`src/verilog/esq_defines.vh`:
```
// constants for the extended sequencer register bank
// Notes on behaviour
// - index port selects, data port accesses register
// - low nibble 0110 in key unlocks bank
// - memory-mapped only mode ignores port accesses
// - memory pin bit7 requests two-clock writes
// - synth control two bit7 enables two-clock writes
// - feature pixel bit0 selects external video clock
// - feature pixel bit1 latches pixels on external clock
// - feature pixel bits 7-4 pick colour mode
// - feature sync bit0 enables feature connector
// - feature sync bit1 selects local pixel bus
// - sync bits control hsync and vsync power states
// - bit0 loads new memory clock dividers
// - bit1 loads new dot clock dividers
// - bit5 loads both dividers immediately
// - bit3 makes video clock direction follow input
// - synth control one bit4 clears synth counters
// - palette bit1 resets, bit0 enables test counter
// - palette bit6 selects one-cycle table write
// - palette bit7 enables clock-doubled mode
`ifndef ESQ_DEFINES_VH
`define ESQ_DEFINES_VH
`define ESQ_IDX_UNLOCK      5'h08
`define ESQ_IDX_IO_DECODE   5'h09
`define ESQ_IDX_MEM_PIN     5'h0A
`define ESQ_IDX_FEAT_PIX    5'h0B
`define ESQ_IDX_FEAT_SYNC   5'h0D
`define ESQ_IDX_MCLK_LOW    5'h10
`define ESQ_IDX_MCLK_HIGH   5'h11
`define ESQ_IDX_DOT_CLOCK_LOW    5'h12
`define ESQ_IDX_DOT_CLOCK_HIGH   5'h13
`define ESQ_IDX_SYNTH_ONE   5'h14
`define ESQ_IDX_SYNTH_TWO   5'h15
`define ESQ_IDX_TEST_A      5'h16
`define ESQ_IDX_TEST_B      5'h17
`define ESQ_IDX_PAL_CLK     5'h18
`define ESQ_IDX_PIN_SEL     5'h1C
`define ESQ_UNLOCK_CODE     4'h6
`define ESQ_REG_RESET       8'h00
`define ESQ_BIT_MMIO_ONLY   7
`define ESQ_BIT_TWO_MCLK    7
`define ESQ_BIT_VCLK_DOT    0
`define ESQ_BIT_VCLK_LATCH  1
`define ESQ_BIT_FEAT_EN     0
`define ESQ_BIT_LPB_SEL     1
`define ESQ_BIT_CLR_CNT     4
`define ESQ_BIT_LOAD_MCLK   0
`define ESQ_BIT_LOAD_DOT_CLOCK   1
`define ESQ_BIT_VCLK_DIR    3
`define ESQ_BIT_DOT_CLOCK_DIV2   4
`define ESQ_BIT_LOAD_NOW    5
`define ESQ_BIT_DOT_CLOCK_INV    6
`define ESQ_BIT_TCNT_EN     0
`define ESQ_BIT_TCNT_RST    1
`define ESQ_BIT_LUT_ONE     6
`define ESQ_BIT_DAC_DBL     7
`define ESQ_TCNT_W          8
`endif

```
`src/verilog/esq_test_counter.v`:
```
// palette dac test counter with reset and enable
`timescale 1ns/10ps
module esq_test_counter
#(
   parameter W = 8
)
(
   clk_sys,
   nrst,
   ce,
   clr,
   en,
   count
);
   input          clk_sys;
   input          nrst;
   input          ce;
   input          clr;
   input          en;
   output [W-1:0] count;
   reg    [W-1:0] cnt_ff;
   reg    [W-1:0] nxt_cnt;
   assign count = cnt_ff;
   always @*
   begin
      nxt_cnt = cnt_ff;
      if (clr)
         nxt_cnt = {W{1'b0}};
      else if (en)
         nxt_cnt = cnt_ff + {{(W-1){1'b0}}, 1'b1};
   end
   always @(posedge clk_sys)
   begin
      if (!nrst)
         cnt_ff <= {W{1'b0}};
      else if (ce)
         cnt_ff <= nxt_cnt;
   end
endmodule // esq_test_counter

```
`src/verilog/esq_regs.v`:
```
// extended sequencer register bank behind the indexed port pair
`timescale 1ns/10ps
`include "esq_defines.vh"
module esq_regs
#(
   parameter TCNT_W = `ESQ_TCNT_W
)
(
   input  wire              clk_sys,
   input  wire              nrst,
   input  wire              ce,
   input  wire              pio_idx_wr,
   input  wire              pio_data_wr,
   input  wire              pio_data_rd,
   input  wire              mmio_wr,
   input  wire              mmio_rd,
   input  wire [4:0]        mmio_idx,
   input  wire [7:0]        wdata,
   input  wire              video_clock_dir_input,
   output reg  [7:0]        rdata_ff,
   output reg               rvalid_ff,
   output reg  [4:0]        seq_index_ff,
   output reg               unlocked_ff,
   output reg               two_mclk_write_ff,
   output reg               dot_clk_from_ext_ff,
   output reg               feat_latch_ext_ff,
   output reg  [3:0]        feat_colour_mode_ff,
   output reg               feat_enable_ff,
   output reg               local_pixel_bus_ff,
   output reg  [1:0]        hsync_power_ff,
   output reg  [1:0]        vsync_power_ff,
   output reg  [7:0]        mclk_low_act_ff,
   output reg  [7:0]        mclk_high_act_ff,
   output reg  [7:0]        dot_clock_low_act_ff,
   output reg  [7:0]        dot_clock_high_act_ff,
   output reg               mclk_load_ff,
   output reg               dot_clock_load_ff,
   output reg               vclk_out_en_n_ff,
   output reg               dot_clk_div2_ff,
   output reg               dot_clk_invert_ff,
   output reg               synth_cnt_clr_ff,
   output reg               lut_one_cycle_ff,
   output reg               dac_clk_double_ff,
   output reg  [TCNT_W-1:0] dac_test_count_ff
);
   reg  [7:0] key_ff;
   reg  [7:0] io_dec_ff;
   reg  [7:0] mem_pin_ff;
   reg  [7:0] feat_pix_ff;
   reg  [7:0] feat_sync_ff;
   reg  [7:0] mclk_low_ff;
   reg  [7:0] mclk_high_ff;
   reg  [7:0] dot_clock_low_ff;
   reg  [7:0] dot_clock_high_ff;
   reg  [7:0] synth_one_ff;
   reg  [7:0] synth_two_ff;
   reg  [7:0] test_a_ff;
   reg  [7:0] test_b_ff;
   reg  [7:0] pal_clk_ff;
   reg  [7:0] pin_sel_ff;
   reg  [7:0] nxt_rdata;
   wire [TCNT_W-1:0] tcnt;
   wire       mmio_only;
   wire       port_ok;
   wire       acc_wr;
   wire       acc_rd;
   wire [4:0] acc_idx;
   wire       unlocked;
   wire       load_now;
   wire       mload;
   wire       dload;

   // is the index one of the lockable extended registers
   function is_ext;
      input [4:0] idx;
      begin
         is_ext = (idx >= `ESQ_IDX_IO_DECODE);
      end
   endfunction

   // write strobe for one index, gated by the lock
   function hit;
      input [4:0] idx;
      input [4:0] want;
      input       wr;
      input       unl;
      begin
         hit = wr && (idx == want) && (unl || !is_ext(want));
      end
   endfunction

   assign mmio_only = io_dec_ff[`ESQ_BIT_MMIO_ONLY];
   assign port_ok   = !mmio_only;
   assign acc_wr    = mmio_wr || (pio_data_wr && port_ok);
   assign acc_rd    = mmio_rd || (pio_data_rd && port_ok);
   assign acc_idx   = mmio_wr || mmio_rd ? mmio_idx : seq_index_ff;
   assign unlocked  = (key_ff[3:0] == `ESQ_UNLOCK_CODE);
   assign load_now  = synth_two_ff[`ESQ_BIT_LOAD_NOW];
   // immediate mode follows every divider write, not only a load request
   assign mload = synth_two_ff[`ESQ_BIT_LOAD_MCLK] ||
                  load_now;
   assign dload = synth_two_ff[`ESQ_BIT_LOAD_DOT_CLOCK] ||
                  load_now;

   esq_test_counter #(.W(TCNT_W)) u_tcnt
   (
      .clk_sys (clk_sys),
      .nrst    (nrst),
      .ce      (ce),
      .clr     (pal_clk_ff[`ESQ_BIT_TCNT_RST]),
      .en      (pal_clk_ff[`ESQ_BIT_TCNT_EN]),
      .count   (tcnt)
   );

   // read mux; locked extended registers read as zero
   always @*
   begin
      nxt_rdata = 8'h00;
      if (!is_ext(acc_idx) || unlocked)
      begin
         case (acc_idx)
            `ESQ_IDX_UNLOCK:    nxt_rdata = key_ff;
            `ESQ_IDX_IO_DECODE: nxt_rdata = io_dec_ff;
            `ESQ_IDX_MEM_PIN:   nxt_rdata = mem_pin_ff;
            `ESQ_IDX_FEAT_PIX:  nxt_rdata = feat_pix_ff;
            `ESQ_IDX_FEAT_SYNC: nxt_rdata = feat_sync_ff;
            `ESQ_IDX_MCLK_LOW:  nxt_rdata = mclk_low_ff;
            `ESQ_IDX_MCLK_HIGH: nxt_rdata = mclk_high_ff;
            `ESQ_IDX_DOT_CLOCK_LOW:  nxt_rdata = dot_clock_low_ff;
            `ESQ_IDX_DOT_CLOCK_HIGH: nxt_rdata = dot_clock_high_ff;
            `ESQ_IDX_SYNTH_ONE: nxt_rdata = synth_one_ff;
            `ESQ_IDX_SYNTH_TWO: nxt_rdata = synth_two_ff;
            `ESQ_IDX_TEST_A:    nxt_rdata = test_a_ff;
            `ESQ_IDX_TEST_B:    nxt_rdata = test_b_ff;
            `ESQ_IDX_PAL_CLK:   nxt_rdata = pal_clk_ff;
            `ESQ_IDX_PIN_SEL:   nxt_rdata = pin_sel_ff;
            default:            nxt_rdata = 8'h00;
         endcase
      end
   end

   // host side registers
   always @(posedge clk_sys)
   begin
      if (!nrst)
      begin
         seq_index_ff <= 5'h00;
         key_ff       <= `ESQ_REG_RESET;
         io_dec_ff    <= `ESQ_REG_RESET;
         mem_pin_ff   <= `ESQ_REG_RESET;
         feat_pix_ff  <= `ESQ_REG_RESET;
         feat_sync_ff <= `ESQ_REG_RESET;
         mclk_low_ff  <= `ESQ_REG_RESET;
         mclk_high_ff <= `ESQ_REG_RESET;
         dot_clock_low_ff  <= `ESQ_REG_RESET;
         dot_clock_high_ff <= `ESQ_REG_RESET;
         synth_one_ff <= `ESQ_REG_RESET;
         synth_two_ff <= `ESQ_REG_RESET;
         test_a_ff    <= `ESQ_REG_RESET;
         test_b_ff    <= `ESQ_REG_RESET;
         pal_clk_ff   <= `ESQ_REG_RESET;
         pin_sel_ff   <= `ESQ_REG_RESET;
         rdata_ff     <= 8'h00;
         rvalid_ff    <= 1'b0;
      end
      else if (ce)
      begin
         if (pio_idx_wr && port_ok)
            seq_index_ff <= wdata[4:0];
         rvalid_ff <= acc_rd;
         if (acc_rd)
            rdata_ff <= nxt_rdata;
         if (hit(acc_idx, `ESQ_IDX_UNLOCK, acc_wr, unlocked))
            key_ff <= wdata;
         if (hit(acc_idx, `ESQ_IDX_IO_DECODE, acc_wr, unlocked))
            io_dec_ff <= wdata;
         if (hit(acc_idx, `ESQ_IDX_MEM_PIN, acc_wr, unlocked))
            mem_pin_ff <= wdata;
         if (hit(acc_idx, `ESQ_IDX_FEAT_PIX, acc_wr, unlocked))
            feat_pix_ff <= wdata;
         if (hit(acc_idx, `ESQ_IDX_FEAT_SYNC, acc_wr, unlocked))
            feat_sync_ff <= wdata;
         if (hit(acc_idx, `ESQ_IDX_MCLK_LOW, acc_wr, unlocked))
            mclk_low_ff <= wdata;
         if (hit(acc_idx, `ESQ_IDX_MCLK_HIGH, acc_wr, unlocked))
            mclk_high_ff <= wdata;
         if (hit(acc_idx, `ESQ_IDX_DOT_CLOCK_LOW, acc_wr, unlocked))
            dot_clock_low_ff <= wdata;
         if (hit(acc_idx, `ESQ_IDX_DOT_CLOCK_HIGH, acc_wr, unlocked))
            dot_clock_high_ff <= wdata;
         if (hit(acc_idx, `ESQ_IDX_SYNTH_ONE, acc_wr, unlocked))
            synth_one_ff <= wdata;
         if (hit(acc_idx, `ESQ_IDX_SYNTH_TWO, acc_wr, unlocked))
            synth_two_ff <= wdata;
         if (hit(acc_idx, `ESQ_IDX_TEST_A, acc_wr, unlocked))
            test_a_ff <= wdata;
         if (hit(acc_idx, `ESQ_IDX_TEST_B, acc_wr, unlocked))
            test_b_ff <= wdata;
         if (hit(acc_idx, `ESQ_IDX_PAL_CLK, acc_wr, unlocked))
            pal_clk_ff <= wdata;
         if (hit(acc_idx, `ESQ_IDX_PIN_SEL, acc_wr, unlocked))
            pin_sel_ff <= wdata;
      end
   end

   // decoded controls, all registered so every output is a flop
   always @(posedge clk_sys)
   begin
      if (!nrst)
      begin
         unlocked_ff         <= 1'b0;
         two_mclk_write_ff   <= 1'b0;
         dot_clk_from_ext_ff <= 1'b0;
         feat_latch_ext_ff   <= 1'b0;
         feat_colour_mode_ff <= 4'h0;
         feat_enable_ff      <= 1'b0;
         local_pixel_bus_ff  <= 1'b0;
         hsync_power_ff      <= 2'h0;
         vsync_power_ff      <= 2'h0;
         mclk_low_act_ff     <= `ESQ_REG_RESET;
         mclk_high_act_ff    <= `ESQ_REG_RESET;
         dot_clock_low_act_ff     <= `ESQ_REG_RESET;
         dot_clock_high_act_ff    <= `ESQ_REG_RESET;
         mclk_load_ff        <= 1'b0;
         dot_clock_load_ff        <= 1'b0;
         vclk_out_en_n_ff    <= 1'b1;
         dot_clk_div2_ff     <= 1'b0;
         dot_clk_invert_ff   <= 1'b0;
         synth_cnt_clr_ff    <= 1'b0;
         lut_one_cycle_ff    <= 1'b0;
         dac_clk_double_ff   <= 1'b0;
         dac_test_count_ff   <= {TCNT_W{1'b0}};
      end
      else if (ce)
      begin
         unlocked_ff <= unlocked;
         // both the memory pin bit and the synth enable must be set
         two_mclk_write_ff <= mem_pin_ff[`ESQ_BIT_TWO_MCLK] &&
                              synth_two_ff[`ESQ_BIT_TWO_MCLK];
         dot_clk_from_ext_ff <= feat_pix_ff[`ESQ_BIT_VCLK_DOT];
         feat_latch_ext_ff   <= feat_pix_ff[`ESQ_BIT_VCLK_LATCH];
         feat_colour_mode_ff <= feat_pix_ff[7:4];
         feat_enable_ff      <= feat_sync_ff[`ESQ_BIT_FEAT_EN];
         local_pixel_bus_ff  <= feat_sync_ff[`ESQ_BIT_LPB_SEL];
         hsync_power_ff      <= feat_sync_ff[5:4];
         vsync_power_ff      <= feat_sync_ff[7:6];
         mclk_load_ff        <= mload;
         dot_clock_load_ff        <= dload;
         if (mload)
         begin
            mclk_low_act_ff  <= mclk_low_ff;
            mclk_high_act_ff <= mclk_high_ff;
         end
         if (dload)
         begin
            dot_clock_low_act_ff  <= dot_clock_low_ff;
            dot_clock_high_act_ff <= dot_clock_high_ff;
         end
         // pin driven (enable low) unless direction follows the input and the input is high
         vclk_out_en_n_ff <= synth_two_ff[`ESQ_BIT_VCLK_DIR] &&
                             video_clock_dir_input;
         dot_clk_div2_ff   <= synth_two_ff[`ESQ_BIT_DOT_CLOCK_DIV2];
         dot_clk_invert_ff <= synth_two_ff[`ESQ_BIT_DOT_CLOCK_INV];
         synth_cnt_clr_ff  <= synth_one_ff[`ESQ_BIT_CLR_CNT];
         lut_one_cycle_ff  <= pal_clk_ff[`ESQ_BIT_LUT_ONE];
         dac_clk_double_ff <= pal_clk_ff[`ESQ_BIT_DAC_DBL];
         dac_test_count_ff <= tcnt;
      end
   end
endmodule // esq_regs

```
`config.mk`:
```
export PLATFORM = sky130hd
export DESIGN_NAME = esq_regs
export DESIGN_NICKNAME = d
export VERILOG_FILES = /design/src/verilog/esq_test_counter.v /design/src/verilog/esq_regs.v
export VERILOG_INCLUDE_DIRS = /design/src /design/src/verilog
export SDC_FILE = /design/constraint.sdc
export NUM_CORES = 1
export LEC_CHECK = 0
export BUFFER_PORTS_ARGS = -buffer_cell sky130_fd_sc_hd__buf_2
export CORE_UTILIZATION = 40
export CTS_CLUSTER_DIAMETER = 150
export DETAILED_ROUTE_END_ITERATION = 10
export GPL_TIMING_DRIVEN = 1
export PLACE_DENSITY = 0.58
export REMOVE_ABC_BUFFERS = 1
export SETUP_SLACK_MARGIN = 0.3
export SYNTH_ARGS = -nofsm -noshare
export SYNTH_HDL_FRONTEND = slang
export SYNTH_SLANG_ARGS = --single-unit
```
`constraint.sdc`:
```
create_clock -name clk_sys -period 2.18 [get_ports clk_sys]
set_clock_uncertainty 0.15 [all_clocks]
set_input_delay 0 -clock clk_sys [delete_from_list [all_inputs] [get_ports clk_sys]]
set_output_delay 0 -clock clk_sys [all_outputs]
set_load 0.01 [all_outputs]
```
# [Word-level counts from Yosys, hierarchy flattened]
# Index checks and enable logic that the tools add are counted.
[op_classes] addsub=1 n_lt_le_gt_ge=1 n_eq_ne=16 n_mux=5 n_reduce_logical=63
[op_table] op="$pmux 8 s15" n=1
[op_table] op="$eq 5x5->1 const B" n=10
[op_table] op="$reduce_and 2->1" n=20
[op_table] op="$logic_and 1x1->1" n=34
[op_table] op="$eq 5x4->1 const B" n=5
[op_table] op="$mux 8" n=3
[op_table] op="$add 8x1->8 const B" n=1
[op_table] op="$logic_or 1x1->1" n=6
[op_table] op="$ge 5x4->1 const B" n=1
[op_table] op="$mux 5" n=1
[op_table] op="$eq 4x3->1 const B" n=1
[op_table] op="$logic_not 1->1" n=2
[op_table] op="$reduce_bool 2->1" n=1
[totals] register_bits=204 input_bits=22 output_inout_bits=76 word_cells=127

# [Logic depth before layout (Yosys ltp)]
# Gate-level depths: netlist of run 1.
[depth] word_depth=6 mapped_depth=9 mapped_depth_nobuf=6

# [Cells and area by module]
# A second synthesis of run 1 with hierarchy kept.
[hier_totals] hier_cells=983 hier_area_um2=9078.7
[modules_own_cells] module="esq_regs" instances=1 cells_each=939 area_each_um2=8687.1 seq_area_each_um2=3923.8
[modules_own_cells] module="esq_test_counter" instances=1 cells_each=44 area_each_um2=391.6 seq_area_each_um2=160.2

# [Least setup slack after synthesis of run 1]
# No wires, ideal clock.
[synth_timing] kind="register -> register" start="register seq_index_ff[4]" end="register rdata_ff[0]" setup_ns=0.127 t_arrival_ns=1.835 t_required_ns=1.903 path_slack_ns=0.068 path_stages_with_launch=9 path_buffers=2 period_less_slack_ns=2.112 path_cell_list="dfxtp_1 or3b_1 and2_1 buf_2 buf_2 nand3_1 a31oi_1 a2111oi_0 o21ai_1"
[synth_between] elab_chain_cells=5 word_cells_on_any_way=21 cone_classes="order compare (1); eq/ne (15); mux (3); reduce/logical (2)"
[synth_rtl] item="from (decl)" line_no="esq_regs.v:22" source="output reg [4:0] seq_index_ff,"
[synth_rtl] item="from (signal assigned)" line_no="esq_regs.v:169" source="seq_index_ff <= wdata[4:0];"
[synth_rtl] item="$mux 5 *" line_no="esq_regs.v:96" source="assign acc_idx = mmio_wr || mmio_rd ? mmio_idx : seq_index_ff;"
[synth_rtl] item="$ge 5x4->1 (no source line)"
[synth_rtl] item="$logic_not 1->1" line_no="esq_regs.v:119" source="if (!is_ext(acc_idx) || unlocked)"
[synth_rtl] item="$logic_or 1x1->1" line_no="esq_regs.v:119"
[synth_rtl] item="$mux 8 *" line_no="esq_regs.v:119"
[synth_rtl] item="to (signal assigned)" line_no="esq_regs.v:172" source="rdata_ff <= nxt_rdata;"
[synth_rtl] item="to (decl)" line_no="esq_regs.v:20" source="output reg [7:0] rdata_ff,"
# Every way passes the cells marked *; elsewhere a longest branch is shown, timed or not.
# A chain may end at the register's enable or synchronous reset.

# [Final worst setup path of run 1]
[layout_timing] start="register key_ff[3]" end="register rdata_ff[6]"
[layout_between] elab_chain_cells=3
[layout_rtl] item="from (decl)" line_no="esq_regs.v:46" source="reg [7:0] key_ff;"
[layout_rtl] item="from (signal assigned)" line_no="esq_regs.v:148" source="key_ff <= `ESQ_REG_RESET;"
[layout_rtl] item="from (signal assigned)" line_no="esq_regs.v:174" source="key_ff <= wdata;"
[layout_rtl] item="$eq 4x3->1 (no source line)"
[layout_rtl] item="$logic_or 1x1->1" line_no="esq_regs.v:119"
[layout_rtl] item="$mux 8" line_no="esq_regs.v:119"
# Every way passes these cells.

==> summary.md, run 1 <==
| Metric | Value |
|---|---|
| Pin slew with the least headroom to its limit | `761.6 ps` |
| Kind of critical path | `register to register` |
| Post-synth EDFFs | `0` |
| TritonRoute pass-1 iters | `6` |
| Post-synthesis sequential area ratio | `0.4758` |
| Vias in the first global route | `6,702` |
| Die Ht | `148.5 um` |
| DP Wirelength | `16.52 mm` |
| Flop2flop setup slack | `-40 ps` |
| Commonest non-fill, non-tap cell in the layout | `dfxtp_1` |
| Max Freq | `0.4514 GHz` |
| CP Data Required Time | `2460 ps` |
| Status | `finished with violations` |
| Total gr overflow | `0` |
| Antenna Diode Count | `0` |
| Clk slew on worst S/H paths | `60 ps` |
| Mapped Area | `8583 um2` |
| Minimum clock period | `2215 ps` |
| Synth area leader | `dfxtp_1` |
| First-pass GRT wire length | `38.17 mm` |
| Synthesized instance count | `916` |
| H-tree levels | `1` |
| Routed WL | `25.51 mm` |
| Layout fillers | `1,953` |
| Share of cells above drive strength 1 | `0.2764` |
| Total track usage | `0.2211` |
| Most frequent cells in the layout | `dfxtp_1, nor2_1, mux2i_1, buf_2, nand2_1` |
| Detailed Route Iter0 Violations | `531` |
| Post-route cell area | `11,390 um2` |
| Post-synth ARST share | `0` |
| Total Nets Final | `1,118` |
| Fin. Hold Viols | `0` |
| DR vias | `7,379` |
| Fin crit share | `1.016` |
| DRC | `0` |
| Syn Area/Cell | `9.370 um2` |
| Io pins | `98` |
| Max-cap viol count | `0` |
| P&R area growth vs syn | `32.76%` |
| Synth top area share | `0.4758` |
| CP startpoint kind | `register` |
| Yosys warns | `0` |
| #FFs+latches synth | `204` |
| Pwr/cell area | `703.7 nW/um2` |
| Worst Hold Class | `input pin to register` |
| Total power | `8.018 mW` |
| Std-Cell Core Area | `21,020 um2` |
| Setup WS post-layout | `-35.36 ps` |
| Cts bufs inserted | `23` |
| Hold slack | `59.01 ps` |
| Root buf cell | `clkbuf_16` |
| Die area | `22,050 um2` |
| Setup crit end kind | `register` |
| Largest net degree at the start of global routing | `189` |
| Port Buffers | `97` |
| Synth top area cells | `dfxtp_1, mux2i_1, nor2_1` |
| Synth Flop Type | `dfxtp_1` |
| CTS max path bufs | `3` |
| Relative slew slack | `0.4922` |
| Placed cell areas | `9957 um2` |
| RSZ-0062 raised after global routing | `yes` |
| CTS tree | `built` |
| Chip Width | `148.5 um` |
| Crit path DAT | `2500 ps` |
| Worst-path maximum fanout | `4` |
| Number of antenna violations at the first check in global routing | `0` |
| Antenna viol nets, final | `0` |
| Failing checks | `negative setup slack` |
| Initial Util | `0.4083` |
| Drt via density | `5.339` |
| Max-slew violations | `0` |
| Max VDD drop | `573.6 uV` |
| Gpl congestion | `0.9123` |
| Sink Count | `204` |
| Site Rows | `53` |
| Drt wl/cell | `18.46 um` |
| Synth unique cells | `67` |
| Worst-Skew Late Latency | `510 ps` |
| Final setup viols | `4` |
| Leakage | `4.322 nW` |
-- power breakdown --
group          total [mW]  internal, mW  switching, mW
combinational       0.646         0.264          0.382
clock                3.63          2.12           1.51
sequential           3.74          3.74        0.00809
total                8.02          6.12           1.90
-- path summary, 6_finish.rpt --
check                                    from                               end  cells past startpoint
max reg2reg            key_ff[3]$_SDFFE_PN0P_          rdata_ff[6]$_SDFFE_PN0P_                      7
min reg2reg  mclk_high_act_ff[2]$_SDFFE_PN0P_  mclk_high_act_ff[2]$_SDFFE_PN0P_                      2
max                    key_ff[3]$_SDFFE_PN0P_          rdata_ff[6]$_SDFFE_PN0P_                      7
min                               mmio_idx[3]          rdata_ff[3]$_SDFFE_PN0P_                      6
-- cells by family (layout without fill, tap and decap cells) --
kind of cell,count (synthesis),count (layout),synth area share
adder cells (fa/ha/maj),1,1,0.001457
AND/OR/NAND/NOR,325,325,0.1681
AO/OA/AOI/OAI,156,156,0.1289
buffers and inverters,68,259,0.03673
XOR/XNOR,7,7,0.007143
multiplexers,155,155,0.1819
flip-flops,204,204,0.4758
-- cell type report --
| class | count | area (um2) | share of cell area |
|---|---|---|---|
| clock inverters | 5 | 31.28 | 0.002745 |
| inverters | 2 | 12.51 | 0.001098 |
| clock buffers | 32 | 669.4 | 0.05875 |
| flip-flops and latches | 204 | 4098 | 0.3596 |
| well taps | 275 | 344.1 | 0.03020 |
| multi-input cells | 644 | 4476 | 0.3928 |
| repair buffers | 220 | 1764 | 0.1548 |
-- timing repair --
item,CTS,global route
setup buffers,3,7
cloned,0,3
pin swaps,13,70
hold buffers,16,0
endpoints found under the hold margin,158,0
endpoints found under the setup margin,144,130
gates resized for setup,43,64
-- synthesized netlist by cell type, types with 9 or more instances --
| master | count |
|---|---|
| o21ai_0 | 11 |
| buf_4 | 11 |
| o21ai_1 | 10 |
| clkbuf_1 | 42 |
| nor2b_1 | 11 |
| nand2b_1 | 9 |
| buf_2 | 9 |
| nand2_1 | 85 |
| nor2_1 | 170 |
| a22oi_1 | 26 |
| mux2i_1 | 152 |
| nand3_1 | 14 |
| dfxtp_1 | 204 |
| a21oi_1 | 41 |
-- routing by layer --
metal  wire length [um]  up-vias  track usage  share of wire
met5                  0        -            0              0
met4                755        0      0.07062          0.030
met3               1387       53      0.02607          0.054
met2              11510      201       0.3444           0.45
met1              11850     3545       0.3165           0.46
li1                   -     3580            -              -
-- metrics by stage --
step | util | instances | TNS (ps) | setup slack [ps]
6_report | 0.5421 | 1382 | -81.96 | -35.36
3_5_place_dp | 0.4737 | 1316 | -6080 | -122.0
3_3_place_gp | 0.4737 | 1316 | -3027 | -105.3
5_1_grt | 0.5421 | 1382 | -457.1 | -73.89
2_1_floorplan | - | 850 | -54740 | -760.2
4_1_cts | 0.5233 | 1372 | -29.24 | -10.55
-- critical path, cell delays in order (launching register included) --
cell and delay (ps):
dfxtp_2 340, buf_6 110, or4b_4 540, o221a_4 260, a2111oi_4 310, buf_4 190
nand2_2 80, o211ai_1 170
Power figures use the tool's default switching activity.
==> run 2: changes to the inputs <==
--- a/config.mk
+++ b/config.mk
@@ -7,11 +7,13 @@
 export NUM_CORES = 1
 export LEC_CHECK = 0
 export BUFFER_PORTS_ARGS = -buffer_cell sky130_fd_sc_hd__buf_2
+export CORE_ASPECT_RATIO = 2
 export CORE_UTILIZATION = 40
 export CTS_CLUSTER_DIAMETER = 150
 export DETAILED_ROUTE_END_ITERATION = 10
 export GPL_TIMING_DRIVEN = 1
 export PLACE_DENSITY = 0.58
+export RECOVER_POWER = 100
 export REMOVE_ABC_BUFFERS = 1
 export SETUP_SLACK_MARGIN = 0.3
 export SYNTH_ARGS = -nofsm -noshare
==> run 2 against run 1 <==
Effect of this change: the flow still finishes with violations (negative setup slack); register-to-register slack hardly changed; largest cell class unchanged; power is 1.3% higher; cell count is 1.1% higher.
==> summary.md, run 2 (synthesized netlist as in run 1, its figures left out) <==
| Metric | Value |
|---|---|
| Minimum clock period | `2217 ps (was 2215 ps)` |
| Vias in the first global route | `7,513 (was 6,702)` |
| Initial Util | `0.4083 (about the same)` |
| Largest net degree at the start of global routing | `189 (unchanged)` |
| Layout fillers | `1,994 (was 1,953)` |
| Port Buffers | `97 (unchanged)` |
| Hold slack | `26.03 ps (was 59.01 ps)` |
| Crit path DAT | `2440 ps (was 2500 ps)` |
| First-pass GRT wire length | `42.95 mm (was 38.17 mm)` |
| Worst-Skew Late Latency | `510 ps (about the same)` |
| Pin slew with the least headroom to its limit | `846.5 ps (was 761.6 ps)` |
| CP Data Required Time | `2410 ps (was 2460 ps)` |
| DR vias | `7,437 (was 7,379)` |
| Final setup viols | `4 (unchanged)` |
| Combinational power share | `0.089 (was 0.081)` |
| DP Wirelength | `19.64 mm (was 16.52 mm)` |
| Most frequent cells in the layout | `dfxtp_1, nor2_1, mux2i_1, buf_4, nand2_1 (was dfxtp_1, nor2_1, mux2i_1, buf_2, nand2_1)` |
| Cell-internal power | `6.224 mW (was 6.123 mW)` |
| Place WS | `-208.7 ps (was -122.0 ps)` |
| Clk slew on worst S/H paths | `70 ps (was 60 ps)` |
| Antenna viol nets, final | `0 (unchanged)` |
| Chip Width | `105.6 um (was 148.5 um)` |
| Clock Power Share | `0.451 (was 0.452)` |
| TritonRoute pass-1 iters | `5 (was 6)` |
| Std-Cell Core Area | `21,020 um2 (about the same)` |
| Switching share of power | `0.2339 (was 0.2364)` |
| Max-slew violations | `0 (unchanged)` |
| Cts bufs inserted | `19 (was 23)` |
| Sink Count | `204 (unchanged)` |
| Site Rows | `75 (was 53)` |
| RSZ-0062 raised after global routing | `yes (unchanged)` |
| CTS tree | `built (unchanged)` |
| Fin. Hold Viols | `0 (unchanged)` |
| Routed WL | `28.73 mm (was 25.51 mm)` |
| Failing checks | `negative setup slack (unchanged)` |
| Area of the multi-input gates | `4536 um2 (was 4476 um2)` |
| Die area | `22,080 um2 (was 22,050 um2)` |
| Max VDD drop | `693.4 uV (was 573.6 uV)` |
| Pwr/cell area | `707.7 nW/um2 (was 703.7 nW/um2)` |
| Total Nets Final | `1,139 (was 1,118)` |
| CTS max path bufs | `3 (unchanged)` |
| Utilization after layout | `0.5461 (was 0.5421)` |
| Max-cap viol count | `0 (unchanged)` |
| Share of cells above drive strength 1 | `0.2332 (was 0.2764)` |
| Io pins | `98 (unchanged)` |
| Commonest non-fill, non-tap cell in the layout | `dfxtp_1 (unchanged)` |
| Detailed Route Iter0 Violations | `379 (was 531)` |
| Reg power frac | `0.460 (was 0.467)` |
| Gpl congestion | `0.9299 (was 0.9123)` |
| Total track usage | `0.2560 (was 0.2211)` |
| Die Ht | `209.2 um (was 148.5 um)` |
| Seq. cell area | `4094 um2 (was 4098 um2)` |
| Worst-path maximum fanout | `7 (was 4)` |
| P&R area growth vs syn | `33.75% (was 32.76%)` |
| Antenna Diode Count | `0 (unchanged)` |
| Status | `finished with violations (unchanged)` |
| H-tree levels | `1 (unchanged)` |
| Drt via density | `5.324 (was 5.339)` |
| Kind of critical path | `register to register (unchanged)` |
| Worst Hold Class | `input pin to register (unchanged)` |
| Setup WS post-layout | `-37.27 ps (was -35.36 ps)` |
| Total gr overflow | `0 (unchanged)` |
| CP startpoint kind | `register (unchanged)` |
| DRC | `0 (unchanged)` |
| Root buf cell | `clkbuf_16 (unchanged)` |
| Max Freq | `0.4510 GHz (was 0.4514 GHz)` |
| Relative slew slack | `0.4357 (was 0.4922)` |
| Drt wl/cell | `20.57 um (was 18.46 um)` |
| Fin crit share | `1.017 (was 1.016)` |
| NetSw | `1.901 mW (was 1.895 mW)` |
| Leakage | `4.127 nW (was 4.322 nW)` |
| Number of antenna violations at the first check in global routing | `0 (unchanged)` |
| Setup crit end kind | `register (unchanged)` |
## run 2: final timing paths
| path | slack [ps] | endpoint | depth (start not counted) | from |
|---|---|---|---|---|
| hold / removal | 30 | rdata_ff[3]$_SDFFE_PN0P_ | 6 | mmio_idx[4] |
| setup / recovery | -40 | rdata_ff[6]$_SDFFE_PN0P_ | 9 | seq_index_ff[1]$_SDFFE_PN0P_ |
| setup reg to reg | -40 | rdata_ff[6]$_SDFFE_PN0P_ | 9 | seq_index_ff[1]$_SDFFE_PN0P_ |
| hold reg to reg | 300 | mclk_low_act_ff[3]$_SDFFE_PN0P_ | 2 | mclk_low_act_ff[3]$_SDFFE_PN0P_ |
## run 2: routing by layer
layer	GRT usage	part of all wire	vias up
li1	-	-	3614
met3	0.02464	0.029	68
met4	0.1466	0.053	0
met1	0.2645	0.37	3585
met2	0.4916	0.55	170
met5	0	0	-
## run 2: per-stage QoR
| step | instance area [um2] | setup TNS, ps | cells | power (mW) |
|---|---|---|---|---|
| floorplan | 8275 | -54740 | 850 | 4.026 |
| global placement | 10070 | -5255 | 1323 | 4.379 |
| detailed placement | 10070 | -6811 | 1323 | 4.378 |
| CTS | 11410 | -2.615 | 1388 | 8.159 |
| global route | 11480 | -1515 | 1397 | 8.362 |
| finish | 11480 | -71.44 | 1397 | 8.124 |
## run 2: layout make-up
class                           instances  area share
Clock buffer                           25     0.04599
Clock inverter                          8     0.01275
Multi-Input combinational cell        644      0.3951
Timing Repair Buffer                  245      0.1595
Sequential cell                       204      0.3566
Tap cell                              269     0.02932
Inverter                                2   0.0007629
## run 2: power by group through the flow
| stage | Sequential [mW] | Clock [mW] | Combinational (mW) |
|---|---|---|---|
| 2_1_floorplan | 3.83 | 0 | 0.196 |
| 3_3_place_gp | 3.82 | 0 | 0.554 |
| 3_5_place_dp | 3.83 | 0 | 0.553 |
| 4_1_cts | 3.74 | 3.75 | 0.672 |
| 5_1_grt | 3.74 | 3.87 | 0.753 |
| 6_report | 3.74 | 3.66 | 0.720 |
## run 2: what timing repair did
action,4_1_cts,5_1_grt
endpoints found under the hold margin,141,0
endpoints found under the setup margin,128,144
pin swaps,18,25
buffers inserted,14,9
gates resized for setup,78,59
hold buffers,15,0
gates cloned,3,0
## run 2: critical path: stages, from the launching register on
cell,delay [ps]
dfxtp_2,330
buf_6,120
or4b_4,200
o21ai_4,70
buf_12,150
buf_6,120
a222oi_1,370
nor2_1,150
o31ai_2,290
o211ai_1,130
==> run 3: changes to the inputs <==
--- a/config.mk
+++ b/config.mk
@@ -12,6 +12,7 @@
 export CTS_CLUSTER_DIAMETER = 150
 export DETAILED_ROUTE_END_ITERATION = 10
 export GPL_TIMING_DRIVEN = 1
+export MAX_ROUTING_LAYER = met4
 export PLACE_DENSITY = 0.58
 export RECOVER_POWER = 100
 export REMOVE_ABC_BUFFERS = 1
==> run 3 against run 2 <==
Effect of this change: setup slack gained 27 ps; sequential power about the same; the flow still finishes with violations (negative setup slack); highest routed layer unchanged; register-to-register slack better by 30 ps; worst hold slack improved by 7.4 ps; core utilization up 1.3 points; global-route usage is 1.1 points higher; cell count rose by 0.29%; maximum frequency is 1.2% higher; combinational power rose by 3.6%; die area is the same; power barely moved.
==> summary.md, run 3 (synthesized netlist as in run 1, its figures left out) <==
| Metric | Value |
|---|---|
| Status | `finished with violations (unchanged)` |
| Failing checks | `negative setup slack (unchanged)` |
| Max incr delay on CP | `530 ps (was 370 ps)` |
| Commonest non-fill, non-tap cell in the layout | `dfxtp_1 (unchanged)` |
| Reg power frac | `0.460 (about the same)` |
| WP buf/inv | `4 (was 3)` |
| Hold slack | `33.43 ps (was 26.03 ps)` |
| Largest net degree at the start of global routing | `189 (unchanged)` |
| Relative slew slack | `0.3676 (was 0.4357)` |
| Max VDD drop | `519.5 uV (was 693.4 uV)` |
| CTS max path bufs | `3 (unchanged)` |
| Io pins | `98 (unchanged)` |
| Gpl congestion | `0.9022 (was 0.9299)` |
| Crit path DAT | `2510 ps (was 2440 ps)` |
| Total Nets Final | `1,141 (was 1,139)` |
| Share of cells above drive strength 1 | `0.2500 (was 0.2332)` |
| Utilization after layout | `0.5589 (was 0.5461)` |
| Max Freq | `0.4565 GHz (was 0.4510 GHz)` |
| Total gr overflow | `0 (unchanged)` |
| DP Wirelength | `19.58 mm (was 19.64 mm)` |
| Std-Cell Core Area | `21,020 um2 (unchanged)` |
| Fin cells | `1,401 (was 1,397)` |
| CP max-delay cell | `or4b_4 (was a222oi_1)` |
| DRC | `0 (unchanged)` |
| Fin. Hold Viols | `0 (unchanged)` |
| Most frequent cells in the layout | `dfxtp_1, nor2_1, mux2i_1, buf_4, nand2_1 (unchanged)` |
| Routed WL | `28.99 mm (was 28.73 mm)` |
| Sum Neg Setup Slack | `-10.74 ps (was -71.44 ps)` |
| Antenna viol nets, final | `0 (unchanged)` |
| Max-cap viol count | `0 (unchanged)` |
| Pwr/cell area | `692.0 nW/um2 (was 707.7 nW/um2)` |
| Switching share of power | `0.2454 (was 0.2339)` |
| Total power | `8.129 mW (was 8.124 mW)` |
| Drt wl/cell | `20.69 um (was 20.57 um)` |
| Clk slew on worst S/H paths | `70 ps (about the same)` |
| Port Buffers | `97 (unchanged)` |
| CP startpoint kind | `register (unchanged)` |
| Cell family with most CP delay | `compound AO/OA/AOI/OAI gates (unchanged)` |
| Detailed Route Iter0 Violations | `385 (was 379)` |
| Area of the multi-input gates | `4666 um2 (was 4536 um2)` |
| Seq. cell area | `4101 um2 (was 4094 um2)` |
| Cell-internal power | `6.134 mW (was 6.224 mW)` |
| Clock Power Share | `0.448 (was 0.451)` |
| Final setup viols | `1 (was 4)` |
| Root buf cell | `clkbuf_16 (unchanged)` |
| Total track usage | `0.2674 (was 0.2560)` |
| NetSw | `1.995 mW (was 1.901 mW)` |
| Vias in the first global route | `7,585 (was 7,513)` |
| CP Data Required Time | `2500 ps (was 2410 ps)` |
| Cts bufs inserted | `20 (was 19)` |
| Number of antenna violations at the first check in global routing | `0 (unchanged)` |
| Max-slew violations | `0 (unchanged)` |
| Antenna Diode Count | `0 (unchanged)` |
| Layout fillers | `1,953 (was 1,994)` |
| Top cell by count, worst path | `buf_12 (was buf_6)` |
| Worst-path cell chain | `or4b_4 -> o21ai_4 -> buf_12 -> buf_12 -> buf_12 -> a221oi_2 -> buf_4 -> o22ai_4 -> a22o_1 -> a21bo_2 (was buf_6 -> or4b_4 -> o21ai_4 -> buf_12 -> buf_6 -> a222oi_1 -> nor2_1 -> o31ai_2 -> o211ai_1)` |
| TritonRoute pass-1 iters | `8 (was 5)` |
| Combinational power share | `0.092 (was 0.089)` |
| Die area | `22,080 um2 (unchanged)` |
| Kind of critical path | `register to register (unchanged)` |
| CTS tree | `built (unchanged)` |
| H-tree levels | `1 (unchanged)` |
| Worst-path maximum fanout | `6 (was 7)` |
| Die Ht | `209.2 um (unchanged)` |
| Setup WS post-layout | `-10.74 ps (was -37.27 ps)` |
| Setup crit end kind | `register (unchanged)` |
| Worst-Skew Late Latency | `510 ps (about the same)` |
| RSZ-0062 raised after global routing | `yes (unchanged)` |
| Worst Hold Class | `input pin to register (unchanged)` |
| Sink Count | `204 (unchanged)` |
| Chip Width | `105.6 um (unchanged)` |
| Initial Util | `0.4083 (unchanged)` |
| Pin slew with the least headroom to its limit | `948.6 ps (was 846.5 ps)` |
| Dpl cells | `1,321 (was 1,323)` |
| P&R area growth vs syn | `36.87% (was 33.75%)` |
| Leakage | `4.216 nW (was 4.127 nW)` |
| Site Rows | `75 (unchanged)` |
| Minimum clock period | `2191 ps (was 2217 ps)` |
| Drt via density | `5.408 (was 5.324)` |
| First-pass GRT wire length | `43.30 mm (was 42.95 mm)` |
| DR vias | `7,577 (was 7,437)` |
| Fin crit share | `1.005 (was 1.017)` |
[run 3: changes by cell type in the layout (fill, tap and decap cells not counted), moves of 3 or more]
| cell | delta |
|---|---|
| a22oi_2 | +3 |
| a22oi_1 | -3 |
| nor2b_2 | -4 |
| mux2i_2 | +3 |
| mux2i_1 | -3 |
| clkinv_2 | +3 |
| buf_12 | +5 |
| buf_6 | +8 |
| buf_2 | -4 |
| nor2b_4 | +6 |
| buf_4 | -4 |
| nand3_4 | +3 |
[run 3: per-stage QoR]
stage | setup slack, ps | instance area (um2)
after floorplan | -760.2 | 8275
after global placement | -297.6 | 10030
after detailed placement | -249.3 | 10030
after CTS | 4.392 | 11570
after global routing | -90.90 | 11750
final | -10.74 | 11750
[run 3: power by group through the flow]
| stage | clock (mW) | combinational (mW) | sequential [mW] |
|---|---|---|---|
| final | 3.64 | 0.746 | 3.74 |
| after global routing | 3.85 | 0.775 | 3.74 |
| after CTS | 3.72 | 0.694 | 3.74 |
| after detailed placement | 0 | 0.548 | 3.83 |
| after global placement | 0 | 0.550 | 3.83 |
| after floorplan | 0 | 0.196 | 3.83 |
[run 3: repair_timing]
item,4_1_cts,5_1_grt
pin swaps,29,30
hold endpoints to repair,142,0
gates resized for setup,112,46
hold buffers,16,0
setup endpoints to repair,128,146
buffers inserted,13,11
cloned,5,0
[run 3: layer usage]
metal	vias up	track usage	wire length (um)
li1	3619	-	-
met1	3666	0.2591	10190
met2	210	0.4898	16100
met3	82	0.02807	946
met4	0	0.1858	1746
met5	-	-	0
[run 3: cell type report]
class,count,area share
sequential,204,0.3491
timing repair buffer,246,0.1664
clock inverter,10,0.009586
tap,269,0.02865
clock buffer,26,0.04803
multi-input combinational,644,0.3972
inverter,2,0.001065
[run 3: worst min-delay path, delay by kind of cell]
family	cells	cell delay (ps)
AOI/OAI and AO/OA	2	170
buffers and inverters	2	270
and+or+nand+nor	2	210
[run 3: worst paths after layout]
kind / endpoint / cells past startpoint / from / slack [ps]
worst max-delay path: rdata_ff[2]$_SDFFE_PN0P_ / 10 / seq_index_ff[1]$_SDFFE_PN0P_ / -10
worst min-delay path: rdata_ff[3]$_SDFFE_PN0P_ / 6 / mmio_wr / 30
worst max register to register: rdata_ff[2]$_SDFFE_PN0P_ / 10 / seq_index_ff[1]$_SDFFE_PN0P_ / -10
worst min register to register: dot_clock_high_act_ff[4]$_SDFFE_PN0P_ / 2 / dot_clock_high_act_ff[4]$_SDFFE_PN0P_ / 310
